File: config.mk
export PLATFORM = sky130hd
export DESIGN_NAME = tsd_regs
export DESIGN_NICKNAME = d
export VERILOG_FILES = /design/src/core/tsd_pkg.sv /design/src/core/tsd_ro_if.sv /design/src/core/tsd_regs.sv /design/src/core/tsd_ring_osc.sv
export SDC_FILE = /design/constraint.sdc
export NUM_CORES = 1
export LEC_CHECK = 0
export BUFFER_PORTS_ARGS = -buffer_cell sky130_fd_sc_hd__buf_2
export CAP_MARGIN = 10
export CORE_MARGIN = 4
export CORE_UTILIZATION = 30
export DETAILED_ROUTE_END_ITERATION = 8
export PLACE_DENSITY_LB_ADDON = 0.1
export SKIP_CTS_REPAIR_TIMING = 1
export SYNTH_ARGS = -nofsm -noshare
export SYNTH_HDL_FRONTEND = slang
export SYNTH_SLANG_ARGS = --single-unit
File: constraint.sdc
create_clock -name CLK -period 2 [get_ports CLK]
set_input_delay 0.3 -clock CLK [delete_from_list [all_inputs] [get_ports CLK]]
set_output_delay 0.3 -clock CLK [all_outputs]
set_load 0.03 [all_outputs]
File: src/core/tsd_pkg.sv
package tsd_pkg;

  ////////////////////////////////////////////////////////////////////////////
  // Register numbers of the processor status space.
  localparam logic [7:0] TSD_REG_BOOT_STATUS  = 8'h03;
  localparam logic [7:0] TSD_REG_SECURITY     = 8'h05;
  localparam logic [7:0] TSD_REG_RO_CONTROL   = 8'h06;
  localparam logic [7:0] TSD_REG_RO_CORE_CELL = 8'h07;
  localparam logic [7:0] TSD_REG_RO_CORE_WIRE = 8'h08;
  localparam logic [7:0] TSD_REG_RO_PERI_CELL = 8'h09;
  localparam logic [7:0] TSD_REG_RO_PERI_WIRE = 8'h0a;
  localparam logic [7:0] TSD_REG_RAM_SIZE     = 8'h0c;
  localparam logic [7:0] TSD_REG_DBG_STATUS   = 8'h10;
  localparam logic [7:0] TSD_REG_DBG_PC       = 8'h11;
  localparam logic [7:0] TSD_REG_DBG_SP       = 8'h12;
  localparam logic [7:0] TSD_REG_DBG_THREAD   = 8'h13;
  localparam logic [7:0] TSD_REG_DBG_REGNUM   = 8'h14;

  ////////////////////////////////////////////////////////////////////////////
  // Field positions.
  localparam int TSD_BOOT_PROC_LSB     = 16;
  localparam int TSD_BOOT_OVERRIDE_BIT = 8;
  localparam int TSD_BOOT_CORE1_OFF    = 5;
  localparam int TSD_BOOT_SKIP_POLL    = 4;
  localparam int TSD_BOOT_FROM_RAM     = 3;
  localparam int TSD_BOOT_FROM_JTAG    = 2;
  localparam int TSD_BOOT_PLL_LSB      = 0;
  localparam int TSD_SEC_LOCK_BIT      = 31;
  localparam int TSD_SEC_GDBG_DIS      = 14;
  localparam int TSD_SEC_OTP_LOCK_ALL  = 12;
  localparam int TSD_SEC_OTP_SECT_LSB  = 8;
  localparam int TSD_SEC_OTP_REDUND    = 7;
  localparam int TSD_SEC_OTP_BOOT      = 5;
  localparam int TSD_SEC_JTAG_CFG_DIS  = 4;
  localparam int TSD_SEC_JTAG_TAP_DIS  = 0;
  localparam int TSD_ROC_CORE_EN       = 1;
  localparam int TSD_ROC_PERI_EN       = 0;
  localparam int TSD_STS_ISSUE_MODE    = 8;

  ////////////////////////////////////////////////////////////////////////////
  // Implemented bit masks and reset values.
  localparam logic [31:0] TSD_SEC_MASK     = 32'h8000_5fb1;
  localparam logic [31:0] TSD_ROC_MASK     = 32'h0000_0003;
  localparam logic [31:0] TSD_STS_WR_MASK  = 32'h0000_06df;
  localparam logic [31:0] TSD_STS_CAP_MASK = 32'h0000_07df;
  localparam logic [31:0] TSD_THREAD_MASK  = 32'h0000_00ff;
  localparam logic [31:0] TSD_REGNUM_MASK  = 32'h0000_001f;
  localparam logic [31:0] TSD_RAM_RSV_MASK = 32'h0000_0003;
  localparam logic [31:0] TSD_RST_WORD     = 32'h0000_0000;
  localparam logic [15:0] TSD_RST_COUNT    = 16'h0000;

  ////////////////////////////////////////////////////////////////////////////
  // Timing: software waits this many core clocks after a stop before reading.
  localparam int TSD_CLK_PERIOD_NS   = 40;
  localparam int TSD_RO_STOP_CYCLES  = 10;
  localparam int TSD_RO_COUNT        = 4;
  localparam int TSD_RO_WIDTH        = 16;

  typedef enum logic [1:0]
  {
    TSD_ACC_NONE  = 2'b00,
    TSD_ACC_READ  = 2'b01,
    TSD_ACC_WRITE = 2'b10
  } tsd_acc_t;

endpackage

File: src/core/tsd_ro_if.sv
`timescale 1ns/100ps
interface tsd_ro_if;
  logic        core_en;
  logic        peri_en;
  logic [3:0]  tick;
  logic [15:0] count [4];

  modport regs (output core_en, output peri_en, output tick, input count);
  modport osc  (input core_en, input peri_en, input tick, output count);
endinterface

File: src/core/tsd_regs.sv
// Operation
// [RL1] Every register is reached by status read and write, selected by register number.
// [RL2] Boot status is read-only: processor number, override, core1 off, poll, RAM, JTAG, PLL.
// [RL3] Setting security bit 31 blocks every later software write to that register.
// [RL4] Security bits 14, 4 and 0 disable global debug, JTAG config and JTAG TAP.
// [RL5] Security bits 12, 11:8, 7, 5 lock OTP, lock sectors, redundancy, boot override.
// [RL6] The security register is loaded as a copy of the OTP security word.
// [RL7] Four free-running oscillators each clock a counter, started and stopped by control.
// [RL8] Control bit 1 enables core, bit 0 peripheral oscillators; both reset to zero.
// [RL9] Software reads a count only after the oscillator stopped ten clocks.
// [RL10] Registers 0x07 to 0x0a return core cell, core wire, peripheral cell, wire counts.
// [RL11] Oscillator counts survive a system reset.
// [RL12] Oscillators run asynchronously to the tile clock, giving random bits.
// [RL13] RAM size reads bytes in bits 31:2, bits 1:0 reserved, read-only.
// [RL14] Saved status keeps address space, issue modes, fast and paused bits from entry.
// [RL15] Saved status also keeps kernel, interrupt, event sequence, interrupt and event enables.
// [RL16] Saved program counter holds the full 32-bit value from debugger entry.
// [RL17] Saved stack pointer holds the full 32-bit value from debugger entry.
// [RL18] Thread select operand holds the logical core number in bits 7:0.
// [RL19] Register select operand holds the register number in bits 4:0.
// [RL20] Reserved bits read as zero and ignore writes.
`timescale 1ns/100ps
module tsd_regs
  import tsd_pkg::*;
#(
  parameter logic [31:0] RAM_BYTES = 32'h0001_0000
)
(
  input  wire logic        CLK,
  input  wire logic        NRST,
  input  wire logic        PS_RD,
  input  wire logic        PS_WR,
  input  wire logic [7:0]  PS_ADDR,
  input  wire logic [31:0] PS_WDATA,
  output logic [31:0]      PS_RDATA,
  output logic             PS_RVALID,
  output logic             PS_ERR,
  input  wire logic [7:0]  BOOT_PROC_NUM,
  input  wire logic        BOOT_OVERRIDE,
  input  wire logic        BOOT_CORE1_OFF,
  input  wire logic        BOOT_SKIP_POLL,
  input  wire logic        BOOT_FROM_RAM,
  input  wire logic        BOOT_FROM_JTAG,
  input  wire logic [1:0]  BOOT_PLL_MODE,
  input  wire logic        OTP_SEC_VALID,
  input  wire logic [31:0] OTP_SEC_WORD,
  input  wire logic [3:0]  RO_TICK,
  input  wire logic        DBG_MODE,
  input  wire logic        DBG_ENTRY,
  input  wire logic [31:0] THREAD_SR,
  input  wire logic [31:0] THREAD_PC,
  input  wire logic [31:0] THREAD_SP,
  output logic             SEC_LOCKED,
  output logic             DBG_GLOBAL_DIS,
  output logic             JTAG_CFG_DIS,
  output logic             JTAG_TAP_DIS,
  output logic             OTP_LOCK_ALL,
  output logic [3:0]       OTP_SECTOR_LOCK,
  output logic             OTP_REDUNDANCY_EN,
  output logic             OTP_BOOT_OVERRIDE,
  output logic             RO_CORE_EN,
  output logic             RO_PERI_EN
);

  if (RAM_BYTES[1:0] != 2'b00)
  begin : g_bad_ram_bytes
    $error("RAM_BYTES must be a multiple of four");
  end

  ////////////////////////////////////////////////////////////////////////////
  // Helpers.

  function automatic logic [31:0] tsd_merge(input logic [31:0] old_v,
                                            input logic [31:0] new_v,
                                            input logic [31:0] mask);
    tsd_merge = (old_v & ~mask) | (new_v & mask);
  endfunction

  function automatic logic [31:0] tsd_count_word(input logic [15:0] cnt);
    tsd_count_word = {16'h0000, cnt};
  endfunction

  ////////////////////////////////////////////////////////////////////////////
  // State.

  logic [31:0] boot_q;
  logic        boot_cap_q;
  logic [31:0] sec_q;
  logic [31:0] sec_d;
  logic [31:0] roc_q;
  logic [31:0] roc_d;
  logic [31:0] sts_q;
  logic [31:0] sts_d;
  logic [31:0] pc_q;
  logic [31:0] pc_d;
  logic [31:0] sp_q;
  logic [31:0] sp_d;
  logic [31:0] thr_q;
  logic [31:0] thr_d;
  logic [31:0] rnum_q;
  logic [31:0] rnum_d;
  logic [31:0] rdata_q;
  logic [31:0] rdata_d;
  logic        rvalid_q;
  logic        err_q;
  logic        err_d;
  tsd_acc_t    acc;

  tsd_ro_if ro ();

  tsd_ring_osc u_osc
  (
    .CLK  (CLK),
    .NRST (NRST),
    .ro   (ro.osc)
  );

  ////////////////////////////////////////////////////////////////////////////
  // Address decode.

  wire hit_boot  = (PS_ADDR == TSD_REG_BOOT_STATUS);
  wire hit_sec   = (PS_ADDR == TSD_REG_SECURITY);
  wire hit_roc   = (PS_ADDR == TSD_REG_RO_CONTROL);
  wire hit_cnt0  = (PS_ADDR == TSD_REG_RO_CORE_CELL);
  wire hit_cnt1  = (PS_ADDR == TSD_REG_RO_CORE_WIRE);
  wire hit_cnt2  = (PS_ADDR == TSD_REG_RO_PERI_CELL);
  wire hit_cnt3  = (PS_ADDR == TSD_REG_RO_PERI_WIRE);
  wire hit_ram   = (PS_ADDR == TSD_REG_RAM_SIZE);
  wire hit_sts   = (PS_ADDR == TSD_REG_DBG_STATUS);
  wire hit_pc    = (PS_ADDR == TSD_REG_DBG_PC);
  wire hit_sp    = (PS_ADDR == TSD_REG_DBG_SP);
  wire hit_thr   = (PS_ADDR == TSD_REG_DBG_THREAD);
  wire hit_rnum  = (PS_ADDR == TSD_REG_DBG_REGNUM);
  wire hit_cnt   = hit_cnt0 | hit_cnt1 | hit_cnt2 | hit_cnt3;
  wire hit_dbg   = hit_sts | hit_pc | hit_sp | hit_thr | hit_rnum;
  wire hit_ro    = hit_boot | hit_cnt | hit_ram;
  wire hit_any   = hit_ro | hit_sec | hit_roc | hit_dbg;

  // A read wins when both strobes arrive together.
  assign acc = PS_RD ? TSD_ACC_READ : (PS_WR ? TSD_ACC_WRITE : TSD_ACC_NONE); // RL1

  wire sec_locked = sec_q[TSD_SEC_LOCK_BIT];
  wire wr_sec     = (acc == TSD_ACC_WRITE) && hit_sec && !sec_locked;       // RL3
  wire wr_roc     = (acc == TSD_ACC_WRITE) && hit_roc;
  // Debug registers accept software writes only while in debug mode.
  wire wr_dbg     = (acc == TSD_ACC_WRITE) && DBG_MODE;
  wire wr_refused = (acc == TSD_ACC_WRITE) && (hit_ro || (hit_sec && sec_locked) || (hit_dbg && !DBG_MODE));

  ////////////////////////////////////////////////////////////////////////////
  // Read multiplexer.

  wire [31:0] ram_word = RAM_BYTES & ~TSD_RAM_RSV_MASK; // RL13

  always_comb
  begin
    rdata_d = TSD_RST_WORD;
    if (hit_boot)
      rdata_d = boot_q;                         // RL2
    else if (hit_sec)
      rdata_d = sec_q;
    else if (hit_roc)
      rdata_d = roc_q;
    else if (hit_cnt0)
      rdata_d = tsd_count_word(ro.count[0]);    // RL10
    else if (hit_cnt1)
      rdata_d = tsd_count_word(ro.count[1]);    // RL10
    else if (hit_cnt2)
      rdata_d = tsd_count_word(ro.count[2]);    // RL10
    else if (hit_cnt3)
      rdata_d = tsd_count_word(ro.count[3]);    // RL10
    else if (hit_ram)
      rdata_d = ram_word;
    else if (hit_sts)
      rdata_d = sts_q;
    else if (hit_pc)
      rdata_d = pc_q;
    else if (hit_sp)
      rdata_d = sp_q;
    else if (hit_thr)
      rdata_d = thr_q;
    else if (hit_rnum)
      rdata_d = rnum_q;
  end

  assign err_d = ((acc != TSD_ACC_NONE) && !hit_any) || wr_refused;

  ////////////////////////////////////////////////////////////////////////////
  // Next-state values.

  // The OTP copy is a hardware load and is not held off by the lock bit.
  assign sec_d  = OTP_SEC_VALID ? (OTP_SEC_WORD & TSD_SEC_MASK)             // RL6
                : wr_sec ? (PS_WDATA & TSD_SEC_MASK) : sec_q;               // RL3 RL20
  assign roc_d  = wr_roc ? (PS_WDATA & TSD_ROC_MASK) : roc_q;               // RL8 RL20

  // Capture on debugger entry beats a software write in the same cycle.
  assign sts_d  = DBG_ENTRY ? (THREAD_SR & TSD_STS_CAP_MASK)                // RL14 RL15
                : (wr_dbg && hit_sts) ? tsd_merge(sts_q, PS_WDATA, TSD_STS_WR_MASK) : sts_q;
  assign pc_d   = DBG_ENTRY ? THREAD_PC                                     // RL16
                : (wr_dbg && hit_pc) ? PS_WDATA : pc_q;
  assign sp_d   = DBG_ENTRY ? THREAD_SP                                     // RL17
                : (wr_dbg && hit_sp) ? PS_WDATA : sp_q;
  assign thr_d  = (wr_dbg && hit_thr) ? (PS_WDATA & TSD_THREAD_MASK) : thr_q;   // RL18 RL20
  assign rnum_d = (wr_dbg && hit_rnum) ? (PS_WDATA & TSD_REGNUM_MASK) : rnum_q; // RL19 RL20

  ////////////////////////////////////////////////////////////////////////////
  // Boot straps are caught once, on the first edge after reset release.

  wire [31:0] boot_word = {8'h00, BOOT_PROC_NUM, 7'h00, BOOT_OVERRIDE, 2'b00,
                           BOOT_CORE1_OFF, BOOT_SKIP_POLL, BOOT_FROM_RAM, BOOT_FROM_JTAG,
                           BOOT_PLL_MODE};

  always_ff @(posedge CLK)
  begin
    if (!NRST)
    begin
      boot_q     <= TSD_RST_WORD;
      boot_cap_q <= 1'b0;
    end
    else if (!boot_cap_q)
    begin
      boot_q     <= boot_word; // RL2
      boot_cap_q <= 1'b1;
    end
  end

  ////////////////////////////////////////////////////////////////////////////
  // Register storage.

  always_ff @(posedge CLK)
  begin
    if (!NRST)
    begin
      sec_q  <= TSD_RST_WORD;
      roc_q  <= TSD_RST_WORD;
      sts_q  <= TSD_RST_WORD;
      pc_q   <= TSD_RST_WORD;
      sp_q   <= TSD_RST_WORD;
      thr_q  <= TSD_RST_WORD;
      rnum_q <= TSD_RST_WORD;
    end
    else
    begin
      sec_q  <= sec_d;
      roc_q  <= roc_d;
      sts_q  <= sts_d;
      pc_q   <= pc_d;
      sp_q   <= sp_d;
      thr_q  <= thr_d;
      rnum_q <= rnum_d;
    end
  end

  always_ff @(posedge CLK)
  begin
    if (!NRST)
    begin
      rdata_q  <= TSD_RST_WORD;
      rvalid_q <= 1'b0;
      err_q    <= 1'b0;
    end
    else
    begin
      rdata_q  <= (acc == TSD_ACC_READ) ? rdata_d : rdata_q; // RL1
      rvalid_q <= (acc == TSD_ACC_READ);
      err_q    <= err_d;
    end
  end

  ////////////////////////////////////////////////////////////////////////////
  // Outputs.

  assign ro.core_en = roc_q[TSD_ROC_CORE_EN]; // RL7
  assign ro.peri_en = roc_q[TSD_ROC_PERI_EN]; // RL7
  assign ro.tick    = RO_TICK;

  assign PS_RDATA          = rdata_q;
  assign PS_RVALID         = rvalid_q;
  assign PS_ERR            = err_q;
  assign SEC_LOCKED        = sec_locked;
  assign DBG_GLOBAL_DIS    = sec_q[TSD_SEC_GDBG_DIS];                   // RL4
  assign JTAG_CFG_DIS      = sec_q[TSD_SEC_JTAG_CFG_DIS];               // RL4
  assign JTAG_TAP_DIS      = sec_q[TSD_SEC_JTAG_TAP_DIS];               // RL4
  assign OTP_LOCK_ALL      = sec_q[TSD_SEC_OTP_LOCK_ALL];               // RL5
  assign OTP_SECTOR_LOCK   = sec_q[TSD_SEC_OTP_SECT_LSB +: 4];          // RL5
  assign OTP_REDUNDANCY_EN = sec_q[TSD_SEC_OTP_REDUND];                 // RL5
  assign OTP_BOOT_OVERRIDE = sec_q[TSD_SEC_OTP_BOOT];                   // RL5
  assign RO_CORE_EN        = roc_q[TSD_ROC_CORE_EN];
  assign RO_PERI_EN        = roc_q[TSD_ROC_PERI_EN];

  ////////////////////////////////////////////////////////////////////////////
  // Checks.

  // Cycles since the core oscillators stopped; it saturates so a long stop never wraps it.
  logic [3:0] stop_cnt_q;

  always_ff @(posedge CLK)
  begin
    if (!NRST || RO_CORE_EN)
      stop_cnt_q <= 4'h0;
    else if (stop_cnt_q != 4'(TSD_RO_STOP_CYCLES))
      stop_cnt_q <= stop_cnt_q + 4'h1;
  end

  a_read_latency: assert property (@(posedge CLK) disable iff (!NRST) // RL1
    PS_RD |=> PS_RVALID ##1 (!PS_RVALID || $past(PS_RD)))
    else $error("read answer not one cycle after request");

  a_boot_readonly: assert property (@(posedge CLK) disable iff (!NRST) // RL2
    boot_cap_q && PS_WR && !PS_RD && hit_boot |=> $stable(boot_q) && PS_ERR)
    else $error("boot status changed by a write");

  a_sec_lock: assert property (@(posedge CLK) disable iff (!NRST) // RL3
    sec_locked && PS_WR && !PS_RD && hit_sec && !OTP_SEC_VALID |=> $stable(sec_q) && PS_ERR)
    else $error("locked security register accepted a write");

  a_otp_copy: assert property (@(posedge CLK) disable iff (!NRST) // RL6
    OTP_SEC_VALID |=> sec_q == ($past(OTP_SEC_WORD) & TSD_SEC_MASK))
    else $error("security register is not the OTP copy");

  a_sec_disables: assert property (@(posedge CLK) disable iff (!NRST) // RL4
    OTP_SEC_VALID |=> JTAG_TAP_DIS == $past(OTP_SEC_WORD[0]) && DBG_GLOBAL_DIS == $past(OTP_SEC_WORD[14]))
    else $error("disable outputs do not follow the loaded word");

  a_otp_sectors: assert property (@(posedge CLK) disable iff (!NRST) // RL5
    OTP_SEC_VALID |=> OTP_SECTOR_LOCK == $past(OTP_SEC_WORD[11:8]) && OTP_LOCK_ALL == $past(OTP_SEC_WORD[12]))
    else $error("OTP lock outputs do not follow the loaded word");

  a_roc_reset: assert property (@(posedge CLK) // RL8
    !NRST |=> !RO_CORE_EN && !RO_PERI_EN)
    else $error("oscillator enables not cleared by reset");

  a_count_upper: assert property (@(posedge CLK) disable iff (!NRST) // RL10
    PS_RD && hit_cnt |=> PS_RDATA[31:16] == 16'h0000)
    else $error("count register upper half not zero");

  a_ram_size: assert property (@(posedge CLK) disable iff (!NRST) // RL13
    PS_RD && hit_ram |=> PS_RDATA == (RAM_BYTES & ~TSD_RAM_RSV_MASK))
    else $error("RAM size read wrong");

  a_status_capture: assert property (@(posedge CLK) disable iff (!NRST) // RL14
    DBG_ENTRY |=> sts_q == ($past(THREAD_SR) & TSD_STS_CAP_MASK))
    else $error("saved status not captured on entry");

  a_pc_sp_capture: assert property (@(posedge CLK) disable iff (!NRST) // RL16
    DBG_ENTRY |=> pc_q == $past(THREAD_PC) && sp_q == $past(THREAD_SP))
    else $error("saved pc or sp not captured on entry");

  a_select_reserved: assert property (@(posedge CLK) disable iff (!NRST) // RL18
    PS_RD && (hit_thr || hit_rnum) |=> PS_RDATA[31:8] == 24'h000000)
    else $error("select operand reserved bits not zero");

  a_dbg_guard: assert property (@(posedge CLK) disable iff (!NRST) // RL20
    PS_WR && !PS_RD && hit_pc && !DBG_MODE && !DBG_ENTRY |=> $stable(pc_q))
    else $error("debug register written outside debug mode");

  c_lock_write: cover property (@(posedge CLK) disable iff (!NRST) sec_locked && PS_WR && hit_sec);
  c_count_read: cover property (@(posedge CLK) disable iff (!NRST)
    stop_cnt_q == 4'(TSD_RO_STOP_CYCLES) && PS_RD && hit_cnt0);
  c_dbg_entry:  cover property (@(posedge CLK) disable iff (!NRST) DBG_ENTRY ##1 PS_RD && hit_sts);

endmodule

File: src/core/tsd_ring_osc.sv
`timescale 1ns/100ps
module tsd_ring_osc
  import tsd_pkg::*;
(
  input wire logic CLK,
  input wire logic NRST,
  tsd_ro_if.osc    ro
);

  // Index 0 and 1 belong to the core pair, 2 and 3 to the peripheral pair.
  logic [3:0]  tick_q;
  logic [3:0]  run;
  logic [3:0]  step;
  // Counts carry no reset so a system reset leaves them untouched.
  logic [15:0] count_q [4] = '{default: TSD_RST_COUNT};

  assign run  = {ro.peri_en, ro.peri_en, ro.core_en, ro.core_en}; // RL7 RL8
  assign step = run & ro.tick & ~tick_q;                          // RL12

  always_ff @(posedge CLK)
  begin
    if (!NRST)
      tick_q <= 4'h0;
    else
      tick_q <= ro.tick;
  end

  for (genvar i = 0; i < TSD_RO_COUNT; i++)
  begin : g_cnt
    always_ff @(posedge CLK)
    begin
      if (step[i])
        count_q[i] <= count_q[i] + 16'h0001; // RL11
    end
    assign ro.count[i] = count_q[i];
  end

  a_count_frozen: assert property (@(posedge CLK) disable iff (!NRST) // RL7
    !ro.core_en |=> $stable(count_q[0]) && $stable(count_q[1]))
    else $error("core oscillator count moved while stopped");

endmodule

==> results of run 1 <==
==> power breakdown <==
group | switching [W] | total, W | internal [W]
combinational | 0.000643 | 0.00114 | 0.000498
sequential | 0.000101 | 0.00478 | 0.00468
clock | 0.00194 | 0.00473 | 0.00279
==> stage by stage <==
step | hold slack, ps | power [W] | util [%] | area, um^2
after CTS | -52.8 | 0.0108 | 39.5 | 14100
after global routing | 0.498 | 0.0111 | 39.7 | 14100
after detailed placement | 471 | 0.00601 | 37.1 | 13200
final | -5.87 | 0.0107 | 39.7 | 14100
after floorplan | 328 | 0.00541 | - | 10900
after global placement | 469 | 0.00600 | 37.1 | 13200
==> worst max-delay path by stage <==
stage,startpoint,end
after floorplan,PS_ADDR[5],sec_q[0]$_SDFFE_PN0P_
after global placement,PS_ADDR[5],sec_q[11]$_SDFFE_PN0P_
after detailed placement,PS_ADDR[5],sec_q[10]$_SDFFE_PN0P_
after CTS,sec_q[31]$_SDFFE_PN0P_,sec_q[10]$_SDFFE_PN0P_
after global routing,sec_q[31]$_SDFFE_PN0P_,sec_q[12]$_SDFFE_PN0P_
final,sec_q[31]$_SDFFE_PN0P_,sec_q[9]$_SDFFE_PN0P_
==> per-layer routing <==
metal	share of wire (%)	vias to the layer above	wire length, um	track usage, %
met4	1.9	0	792	4.00
met1	47	4643	19300	28.4
met2	46	284	18600	32.7
met5	0	-	0	0
met3	5.5	47	2230	3.47
li1	-	4645	-	-
==> cells by family after synthesis <==
family	synth area share, %
fa+ha+maj	0.461
flops	46.1
mux	14.6
xor+xnor	4.60
buf+inv	3.64
compound gates	16.2
simple gates	14.4
==> worst max-delay path, cell delays in order, from the launching register on <==
cell and delay (ps):
dfxtp_1 320, nor3b_2 230, or4b_1 450, buf_4 220
mux2_4 310, mux2i_1 130, nor2_1 50
==> cell usage after synthesis (4+ instances only) <==
library cell / n
ha_1: 4
o21ai_0: 62
a32oi_1: 6
nand3b_1: 10
mux2_4: 10
or3_1: 5
nor3_1: 11
o22ai_1: 9
clkbuf_1: 57
nand4_1: 9
o2bb2ai_1: 11
xor2_1: 18
dfxtp_1: 154
and4_1: 7
and2_1: 14
buf_1: 8
and3_1: 22
a22o_1: 6
o211ai_1: 5
nor2_1: 112
o221a_2: 8
xnor2_1: 39
inv_1: 17
mux2_2: 4
a21oi_1: 62
a32o_1: 6
nand2_1: 39
mux2i_1: 135
nand3_1: 41
buf_2: 13
a22oi_1: 13
a211oi_1: 38
nand2b_1: 13
a31oi_1: 8
nor3b_1: 6
a221oi_1: 7
edfxtp_1: 64
nor2b_1: 10
==> flip-flops by register name (all words and copies together) (netlist names), 8 cells and up <==
| register | flops |
|---|---|
| u_osc.count_q | 64 |
| PS_RDATA | 32 |
| pc_q | 32 |
| sp_q | 32 |
| boot_q | 15 |
| sec_q | 11 |
| sts_q | 10 |
| thr_q | 8 |
==> cell type report <==
cell class / instances / area [um^2]
fill: 3646 / 21500
multi-input combinational: 786 / 5470
sequential: 218 / 5000
timing repair buffer: 334 / 2160
clock buffer: 43 / 777
tap: 461 / 577
inverter: 20 / 75.1
clock inverter: 6 / 66.3
antenna: 2 / 5.00
==> out/metrics.yaml, run 1 <==
power_and_ir_drop:
  power.density_mw_per_mm2: 753
  peakVddDrop_mv: 0.706
  leakagePower_nw: 6.24
worst_setup_path:
  cp_data_arrival_time_ps: 2260
  cp-start-kind: "register"
  critPathRequiredTime_ps: 2420
  r2r-start: "sec_q[31]$_SDFFE_PN0P_"
  critPathKind: "register to register"
  critPathMaxFanout: 10
  reg2reg_slack_ps: 160
  r2r_cells: 6
  r2r-end: "sec_q[9]$_SDFFE_PN0P_"
  endpoint_kind: "register"
final_layout:
  final_common_cell: "buf_2"
  final_nets: 1585
  area_growth_pct: 30.2
  final_cell_mix: "buf_2, dfxtp_1, mux2i_1"
  final_cells: 1870
  drive_gt1_share_pct: 28.5
synthesis:
  yosysSeqAreaShare_pct: 46.1
  synth_top_area_cell: "dfxtp_1"
  syn_nets: 1301
  synthesis.area_mm2: 0.0109
  synth_flop_cell: "dfxtp_1"
  synthArstFlopShare_pct: 0
  ys_ff_latch: 218
  ys_types: 65
  synth_edf_count: 64
  synth.avg_cell_area_um2: 9.85
  syn-instance-count: 1103
  yosysWarnings: 0
  yosys.area.top_type_share_pct: 28.4
  netlist_top_cells_area: "dfxtp_1, edfxtp_1, mux2i_1, nor2_1, xnor2_1"
sta:
  relSlewSlack_pct: 67.3
  period_share_pct: 92.0
  worst_pin_slew_ps: 490
  rsz0062_at_grt: "false"
  hold_violations: 3
  timing.hold.ws_ps: -5.87
  finalWorstPathRequiredPeriod_ps: 1840
  clock_skew_ps: 16.0
  fin_setup_tns_ps: 0
  finalMaxSlewViolations: 0
  layout_setup_ws_ps: 160
  setup_viol: 0
  max_freq_ghz: 0.543
placement:
  dpl.cell_count: 1814
  dp_hpwl_mm: 31.3
  globalplace.congestion: 0.880
  place_ws_ps: -296
  port_buffers: 197
status:
  violations: "negative hold slack"
  status: "finished with violations"
detailed_routing:
  via_count: 9619
  firstDrtPassIters: 5
  wl_per_cell_um: 21.9
  drtIter0Drc: 610
  wirelength_mm: 40.9
  drc: 0
  ant_nets: 0
  vias_per_cell: 5.14
clock_network:
  numCtsBuffers: 27
  cts_root_buffer: "clkbuf_16"
  clk_pin_slew_ps: 60
  clk_latency_ps: 540
  cts_sinks: 218
  clk_path_buf_depth: 3
  cts_tree: "yes"
  htreeDepth: 1
die:
  die_w_um: 198
  core_area_mm2: 0.0357
  dieArea_mm2: 0.0393
  rows: 69
  io_pins: 241
  die_h_um: 198
  floorplan.initialDensity_pct: 30.5
min_path:
  worstHoldStart: "OTP_SEC_WORD[11]"
  hold_depth: 3
  hp-class: "primary input to register"
  whs_endpoint: "sec_q[11]$_SDFFE_PN0P_"
grt:
  grt_overflow_total: 0
  antenna_found_initial: 2
  grt_pass1_wl_mm: 60.3
  grt.total_usage_pct: 20.1
  grt_max_degree: 57
  grt_pass1_vias: 9554
run:
  cap_viol_max_count: 0
No activity file was read; power rests on OpenSTA's default activity.
==> run 2, diff against run 1 <==
--- a/config.mk
+++ b/config.mk
@@ -5,13 +5,15 @@
 export SDC_FILE = /design/constraint.sdc
 export NUM_CORES = 1
 export LEC_CHECK = 0
+export ABC_AREA = 1
 export BUFFER_PORTS_ARGS = -buffer_cell sky130_fd_sc_hd__buf_2
 export CAP_MARGIN = 10
 export CORE_MARGIN = 4
 export CORE_UTILIZATION = 30
 export DETAILED_ROUTE_END_ITERATION = 8
-export PLACE_DENSITY_LB_ADDON = 0.1
+export PLACE_DENSITY_LB_ADDON = 0.08
 export SKIP_CTS_REPAIR_TIMING = 1
+export SKIP_LAST_GASP = 1
 export SYNTH_ARGS = -nofsm -noshare
 export SYNTH_HDL_FRONTEND = slang
 export SYNTH_SLANG_ARGS = --single-unit
==> run 2 against run 1 <==
Compared with the run above: the run still ends with negative hold slack left; maximum frequency fell by 6.5%; critical path depth rose by 2; first-iteration DRC count decreased by 13%; register-to-register slack worse by 130 ps; final area fell by 2.1%; sequential power is essentially flat; synthesized area down 2.8%; sequential cell count is the same; clock skew decreased by 4.8 ps; global-route usage decreased by 0.47 points; critical endpoint is now u_osc.count_q[0][14]$_DFFE_PP_; largest power group unchanged.
==> out/metrics.yaml, run 2 <==
clock_network:
  cts_tree: "yes"
  clk_path_buf_depth: 3  # unchanged
  numCtsBuffers: 26  # -3.7%
  cts_root_buffer: "clkbuf_16"
  clk_latency_ps: 530  # about the same
  htreeDepth: 1  # unchanged
  cts_sinks: 218  # unchanged
  clk_pin_slew_ps: 60  # about the same
run:
  cap_viol_max_count: 0  # unchanged
grt:
  antenna_found_initial: 3  # +1
  grt_pass1_wl_mm: 59.2  # -1.8%
  grt_overflow_total: 0  # unchanged
  grt.total_usage_pct: 19.7  # -0.47 points
  grt_max_degree: 77  # +35%
  grt_pass1_vias: 9975  # +4.4%
detailed_routing:
  wl_per_cell_um: 18.4  # -16%
  firstDrtPassIters: 5  # unchanged
  ant_nets: 0  # unchanged
  vias_per_cell: 4.81  # -6.5%
  wirelength_mm: 39.1  # -4.4%
  drtIter0Drc: 529  # -13%
  drc: 0  # unchanged
  via_count: 10200  # +6.5%
sta:
  layout_setup_ws_ps: 32.3  # -127 ps
  finalMaxSlewViolations: 0  # unchanged
  finalWorstPathRequiredPeriod_ps: 1970  # +127 ps
  worst_pin_slew_ps: 543  # +52.7 ps
  max_freq_ghz: 0.508  # -6.5%
  relSlewSlack_pct: 63.8  # -3.6 points
  setup_viol: 0  # unchanged
  timing.hold.ws_ps: -28.7  # -22.9 ps
  clock_skew_ps: 11.2  # -4.78 ps
  rsz0062_at_grt: "true"
  hold_violations: 1  # -2
  period_share_pct: 98.4  # +6.4 points
die:
  die_w_um: 196  # -1.3%
  floorplan.initialDensity_pct: 30.5  # about the same
  rows: 68  # -1.4%
  die_h_um: 196  # -1.3%
  io_pins: 241  # unchanged
  dieArea_mm2: 0.0383  # -2.7%
  core_area_mm2: 0.0346  # -2.9%
final_layout:
  post-route-util_pct: 40.0  # +0.31 points
  final_common_cell: "nand2_1"
  drive_gt1_share_pct: 25.9  # -2.6 points
  final_cell_mix: "nand2_1, buf_2, dfxtp_1"
  final_cells: 2129  # +14%
  largest_register_ffs: 64  # unchanged
  max_flop_register: "u_osc.count_q"
  area_growth_pct: 31.1
  final_nets: 1855  # +17%
synthesis:
  yosys.area.top_type_share_pct: 29.2  # +0.81 points
  yosysSeqAreaShare_pct: 47.4  # +1.3 points
  synth_top_area_cell: "dfxtp_1"
  netlist_top_cells_area: "dfxtp_1, edfxtp_1, nand2_1, o21ai_0, a21oi_1"
  synth_flop_cell: "dfxtp_1"
  yosysWarnings: 0  # unchanged
  synth_common_cells: "nand2_1, dfxtp_1, o21ai_0"
  synth.avg_cell_area_um2: 7.72  # -22%
  syn-instance-count: 1368  # +24%
  synthesis.area_mm2: 0.0106  # -2.8%
  syn_nets: 1566  # +20%
  ys_types: 44  # -32%
  yosys.cell_count.top_type: "nand2_1"
  synth_edf_count: 64  # unchanged
  synthArstFlopShare_pct: 0  # unchanged
  ys_ff_latch: 218  # unchanged
power_and_ir_drop:
  leakagePower_nw: 6.03  # -3.4%
  power.density_mw_per_mm2: 735  # -2.5%
  total_power_w: 0.0102  # -4.5%
  peakVddDrop_mv: 0.566  # -20%
placement:
  place_ws_ps: -155  # +141 ps
  port_buffers: 197  # unchanged
  globalplace.congestion: 0.845  # -3.9%
  dp_hpwl_mm: 30.0  # -4.2%
  dpl.cell_count: 2070  # +14%
status:
  violations: "negative hold slack"
  status: "finished with violations"
worst_setup_path:
  critPathKind: "register to register"
  cpPeakStageDelay_ps: 400  # -50 ps
  cp_data_arrival_time_ps: 2250  # about the same
  crit_chain: "ha_2 -> nand3_1 -> nor3_2 -> nand3_2 -> nor3_4 -> nand3_2 -> nor3_2 -> xor2_1"
  critical_path.top_delay_family: "simple AND/OR/NAND/NOR gates"
  cp_slowest_cell: "edfxtp_1"
  critPathRequiredTime_ps: 2280  # -140 ps
  endpoint_kind: "register"
  critPathMaxFanout: 3  # -7
  cp_num_buf_inv: 0  # -1
  cp-start-kind: "register"
min_path:
  hp-class: "primary input to register"
run 2: report_power, final:
| part | internal [W] | switching, W | total, W |
|---|---|---|---|
| logic | 0.000338 | 0.000574 | 0.000912 |
| clock network | 0.00263 | 0.00187 | 0.00450 |
| registers | 0.00468 | 0.0000833 | 0.00476 |
| total | 0.00765 | 0.00252 | 0.0102 |
run 2: through the flow:
| step | TNS, ps | hold WS, ps | cell area (um^2) |
|---|---|---|---|
| finish | 0 | -28.7 | 13800 |
| global route | -268 | 3.06 | 13800 |
| CTS | 0 | -51.6 | 13600 |
| detailed placement | -2020 | 450 | 12800 |
| global placement | -1460 | 444 | 12800 |
| floorplan | 0 | 328 | 10600 |
run 2: cell families (layout without fill, tap and decap cells):
kind of cell | after synthesis | after routing | share of synthesized area [%]
simple gates | 619 | 619 | 25.3
compound gates | 291 | 291 | 15.3
flops | 218 | 218 | 47.4
buf+inv | 182 | 487 | 7.00
xor+xnor | 54 | 54 | 4.48
fa+ha+maj | 4 | 4 | 0.474
other cells | 0 | 1 | 0
run 2: layout make-up:
type,instances,area (um^2)
fillers,3704,20800
flip-flops and latches,218,5000
multi-input cells,968,4950
repair buffers,333,2110
clock buffers,41,778
well taps,455,569
inverters,110,413
clock inverters,3,13.8
diodes,1,2.50
run 2: per-layer routing:
layer,up-vias,part of all wire [%],global-route usage (%)
met4,2,1.7,3.52
li1,5176,-,-
met2,271,46,32.6
met1,4750,47,27.6
met3,45,4.9,2.85
met5,-,0.051,0
run 2: final timing paths:
kind	start	endpoint	slack, ps	depth (start not counted)
setup / recovery	u_osc.count_q[0][0]$_DFFE_PP_	u_osc.count_q[0][14]$_DFFE_PP_	30	8
setup reg to reg	u_osc.count_q[0][0]$_DFFE_PP_	u_osc.count_q[0][14]$_DFFE_PP_	30	8
hold reg to reg	boot_q[19]$_SDFFE_PN0N_	boot_q[19]$_SDFFE_PN0N_	450	2
hold / removal	RO_TICK[2]	u_osc.tick_q[2]$_SDFF_PN0_	-30	3
run 2: worst reg2reg max path, delay by kind of cell (launching register included):
family / cells / cell delay [ps]
xor gates and xnor gates: 1 / 80
adders and majority gates: 1 / 210
DFF: 1 / 400
and+or+nand+nor: 6 / 1040
==> run 3, diff against run 2 <==
--- a/config.mk
+++ b/config.mk
@@ -9,11 +9,12 @@
 export BUFFER_PORTS_ARGS = -buffer_cell sky130_fd_sc_hd__buf_2
 export CAP_MARGIN = 10
 export CORE_MARGIN = 4
-export CORE_UTILIZATION = 30
+export CORE_UTILIZATION = 33
 export DETAILED_ROUTE_END_ITERATION = 8
 export PLACE_DENSITY_LB_ADDON = 0.08
 export SKIP_CTS_REPAIR_TIMING = 1
 export SKIP_LAST_GASP = 1
 export SYNTH_ARGS = -nofsm -noshare
 export SYNTH_HDL_FRONTEND = slang
+export SYNTH_HIERARCHICAL = 1
 export SYNTH_SLANG_ARGS = --single-unit
==> constraint.sdc (replaced) <==
create_clock -name CLK -period 2 [get_ports CLK]
set_input_delay 0.2 -clock CLK [delete_from_list [all_inputs] [get_ports CLK]]
set_output_delay 0.2 -clock CLK [all_outputs]
set_load 0.03 [all_outputs]
==> run 3 against run 2 <==
Compared with the run above: the flow still finishes with violations (negative hold slack); clock skew fell by 3.9 ps; sequential share of layout area fell by 2.5 points; core utilization rose by 5.7 points; total power rose by 4.4%; count of clock-buffer cells in the layout fell by 1; final area rose by 7.5%; critical path type is now primary input to register.
==> out/metrics.yaml, run 3 <==
status:
  status: "finished with violations"
  violations: "negative hold slack"
die:
  die_h_um: 190  # -2.9%
  core_area_mm2: 0.0326  # -5.8%
  floorplan.initialDensity_pct: 33.5  # +3.0 points
  rows: 66  # -2.9%
  die_w_um: 190  # -2.9%
  io_pins: 241  # unchanged
  dieArea_mm2: 0.0361  # -5.7%
sta:
  layout_setup_ws_ps: 145  # +113 ps
  hold_violations: 14  # +13
  rsz0062_at_grt: "false"
  setup_viol: 0  # unchanged
  finalMaxSlewViolations: 0  # unchanged
  period_share_pct: 92.7  # -5.6 points
  max_freq_ghz: 0.539  # +6.1%
  clock_skew_ps: 7.29  # -3.88 ps
  timing.hold.ws_ps: -42.6  # -13.9 ps
  worst_pin_slew_ps: 572  # +29.0 ps
  finalWorstPathRequiredPeriod_ps: 1850  # -113 ps
  fin_setup_tns_ps: 0  # unchanged
  relSlewSlack_pct: 61.5  # -2.3 points
worst_setup_path:
  cp_num_buf_inv: 7  # +7
  endpoint_kind: "register"
  r2r-start: "sec_q[31]$_SDFFE_PN0P_"
  critical_path.top_delay_family: "buffers and inverters"
  cp_data_arrival_time_ps: 2330  # +80 ps
  r2r-end: "sec_q[12]$_SDFFE_PN0P_"
  r2r_cells: 6  # -2
  cp.depth: 14  # +6
  reg2reg_slack_ps: 360  # +330 ps
  critPathKind: "primary input to register"
  critPathMaxFanout: 20  # +17
  critPathRequiredTime_ps: 2480  # +200 ps
  cp-start-kind: "primary input"
  cp_slowest_cell: "dlygate4sd3_1"
  crit_chain: "buf_2 -> inv_2 -> nand2_1 -> nor2_8 -> buf_4 -> nand2_4 -> inv_4 -> buf_4 -> nand2_2 -> nand2_4 -> buf_12 -> o21ai_0 -> a31oi_1 -> dlygate4sd3_1"
  cpPeakStageDelay_ps: 570  # +170 ps
synthesis:
  synth_edf_count: 64  # unchanged
  synth_top_area_cell: "dfxtp_1"
  synthArstFlopShare_pct: 0  # unchanged
  yosys.area.top_type_share_pct: 28.2  # -0.99 points
  syn_nets: 1663  # +6.2%
  ys_ff_latch: 218  # unchanged
  synth_flop_cell: "dfxtp_1"
  synthesis.area_mm2: 0.0109  # +3.5%
  synth_common_cells: "nand2_1, dfxtp_1, nor2_1"
  syn-instance-count: 1465  # +7.1%
  ys_types: 45  # +2.3%
  netlist_top_cells_area: "dfxtp_1, edfxtp_1, nand2_1, a21oi_1, o21ai_0"
  yosysWarnings: 6  # +6
  yosysSeqAreaShare_pct: 45.8  # -1.6 points
  synth.avg_cell_area_um2: 7.46  # -3.3%
  yosys.cell_count.top_type: "nand2_1"
placement:
  dp_hpwl_mm: 28.6  # -4.4%
  globalplace.congestion: 0.852  # +0.80%
  port_buffers: 197  # unchanged
  place_ws_ps: -23.3  # +132 ps
power_and_ir_drop:
  total_power_w: 0.0106  # +4.4%
  peakVddDrop_mv: 0.577  # +2.0%
  seq_power_share_pct: 45.0  # -1.8 points
  leakagePower_nw: 6.49  # +7.7%
  p_sw_w: 0.00262  # +3.7%
  pwr-share-clk_pct: 44.6  # +0.4 points
  p_int_w: 0.00800  # +4.6%
  switching_share_pct: 24.7  # -0.15 points
  power_frac_comb_pct: 10.4  # +1.4 points
  power.density_mw_per_mm2: 713  # -2.9%
min_path:
  whs_endpoint: "boot_q[4]$_SDFFE_PN0N_"
  hp-class: "primary input to register"
  worstHoldStart: "BOOT_SKIP_POLL"
  hold_depth: 3  # unchanged
grt:
  grt_pass1_wl_mm: 57.5  # -2.9%
  grt_max_degree: 87  # +13%
  grt_overflow_total: 0  # unchanged
  grt_pass1_vias: 10300  # +3.5%
  grt.total_usage_pct: 20.2  # +0.55 points
  antenna_found_initial: 1  # -2
run:
  cap_viol_max_count: 0  # unchanged
detailed_routing:
  drtIter0Drc: 578  # +9.3%
  wl_per_cell_um: 17.2  # -6.4%
  via_count: 11000  # +7.3%
  wirelength_mm: 39.0  # -0.19%
  vias_per_cell: 4.84  # +0.55%
  firstDrtPassIters: 6  # +1
  ant_nets: 0  # unchanged
  drc: 0  # unchanged
clock_network:
  numCtsBuffers: 27  # +3.8%
  cts_sinks: 218  # unchanged
  clk_latency_ps: 540  # about the same
  cts_tree: "yes"
  cts_root_buffer: "clkbuf_16"
  clk_pin_slew_ps: 60  # about the same
  clk_path_buf_depth: 3  # unchanged
  htreeDepth: 1  # unchanged
final_layout:
  post-route-util_pct: 45.6  # +5.7 points
  drive_gt1_share_pct: 21.7  # -4.2 points
  final_common_cell: "nand2_1"
  area_growth_pct: 36.2
  largest_register_ffs: 64  # unchanged
  final_nets: 2008  # +8.2%
  max_flop_register: "u_osc/count_q"
  fillers: 3362  # -9.2%
  final_cell_mix: "nand2_1, buf_2, dfxtp_1"
[run 3: cell count changes after synthesis, moves of 11 or more]
| cell | change |
|---|---|
| o21ai_0 | -11 |
| inv_1 | -12 |
| o21ai_1 | +46 |
| inv_2 | +11 |
| nor2_2 | +16 |
| o22ai_1 | +12 |
| nand3_1 | -43 |
| xor2_1 | -30 |
| nand2_1 | +61 |
| nor2_1 | +34 |
[run 3: power by group through the flow]
stage / registers [W] / logic (W) / clock network (W)
after floorplan: 0.00490 / 0.000415 / 0
after global placement: 0.00487 / 0.000907 / 0
after detailed placement: 0.00487 / 0.000911 / 0
after CTS: 0.00478 / 0.000913 / 0.00486
after global routing: 0.00479 / 0.00121 / 0.00500
final: 0.00478 / 0.00111 / 0.00473
[run 3: cell families (layout without fill, tap and decap cells)]
kind of cell / after synthesis / count (layout) / synth area share, %
flip-flops: 218 / 218 / 45.8
AND/OR/NAND/NOR: 707 / 707 / 28.3
XOR/XNOR: 28 / 28 / 2.24
buffers and inverters: 178 / 541 / 6.62
adder cells (fa/ha/maj): 4 / 4 / 0.458
other: 0 / 1 / 0
AO/OA/AOI/OAI: 330 / 330 / 16.6
[run 3: layout make-up]
cell class              count  area, um^2  share of cell area [%]
repair buffers            380        2830                    19.0
inverters                 114         432                    2.90
well taps                 442         553                    3.71
multi-input cells        1069        5210                    35.0
clock buffers              40         818                    5.50
clock inverters             7        40.0                   0.269
diodes                      1        2.50                  0.0168
flip-flops and latches    218        5000                    33.6
[run 3: worst reg2reg max path, stage by stage, from the launching register on]
cell and delay, ps:
dfxtp_1 320, inv_1 90, nand3_1 90, nand2_2 260, nor2_1 70, a311oi_1 200, dlygate4sd3_1 570
[run 3: per-layer routing]
layer	track usage, %	vias up	part of all wire, %
li1	-	5582	-
met1	28.1	5062	46
met2	32.9	278	46
met3	2.57	65	4.1
met4	6.15	0	3.2
met5	0	-	0
[run 3: worst max-delay path by stage]
stage                                         end                   from
floorplan           u_osc/count_q[2][0]$_DFFE_PP_  roc_q[0]$_SDFFE_PN0P_
global route                pc_q[19]$_SDFFE_PN0P_             PS_ADDR[5]
global placement         PS_RDATA[9]$_SDFFE_PN0P_             PS_ADDR[5]
finish                      pc_q[13]$_SDFFE_PN0P_             PS_ADDR[5]
CTS                                    RO_CORE_EN  roc_q[1]$_SDFFE_PN0P_
detailed placement       PS_RDATA[9]$_SDFFE_PN0P_             PS_ADDR[5]
[run 3: metrics by stage]
step	instances	instance area, um^2
after CTS	2149	13700
after floorplan	1465	10900
after global routing	2271	14900
final	2271	14900
after detailed placement	2102	12800
after global placement	2102	12800
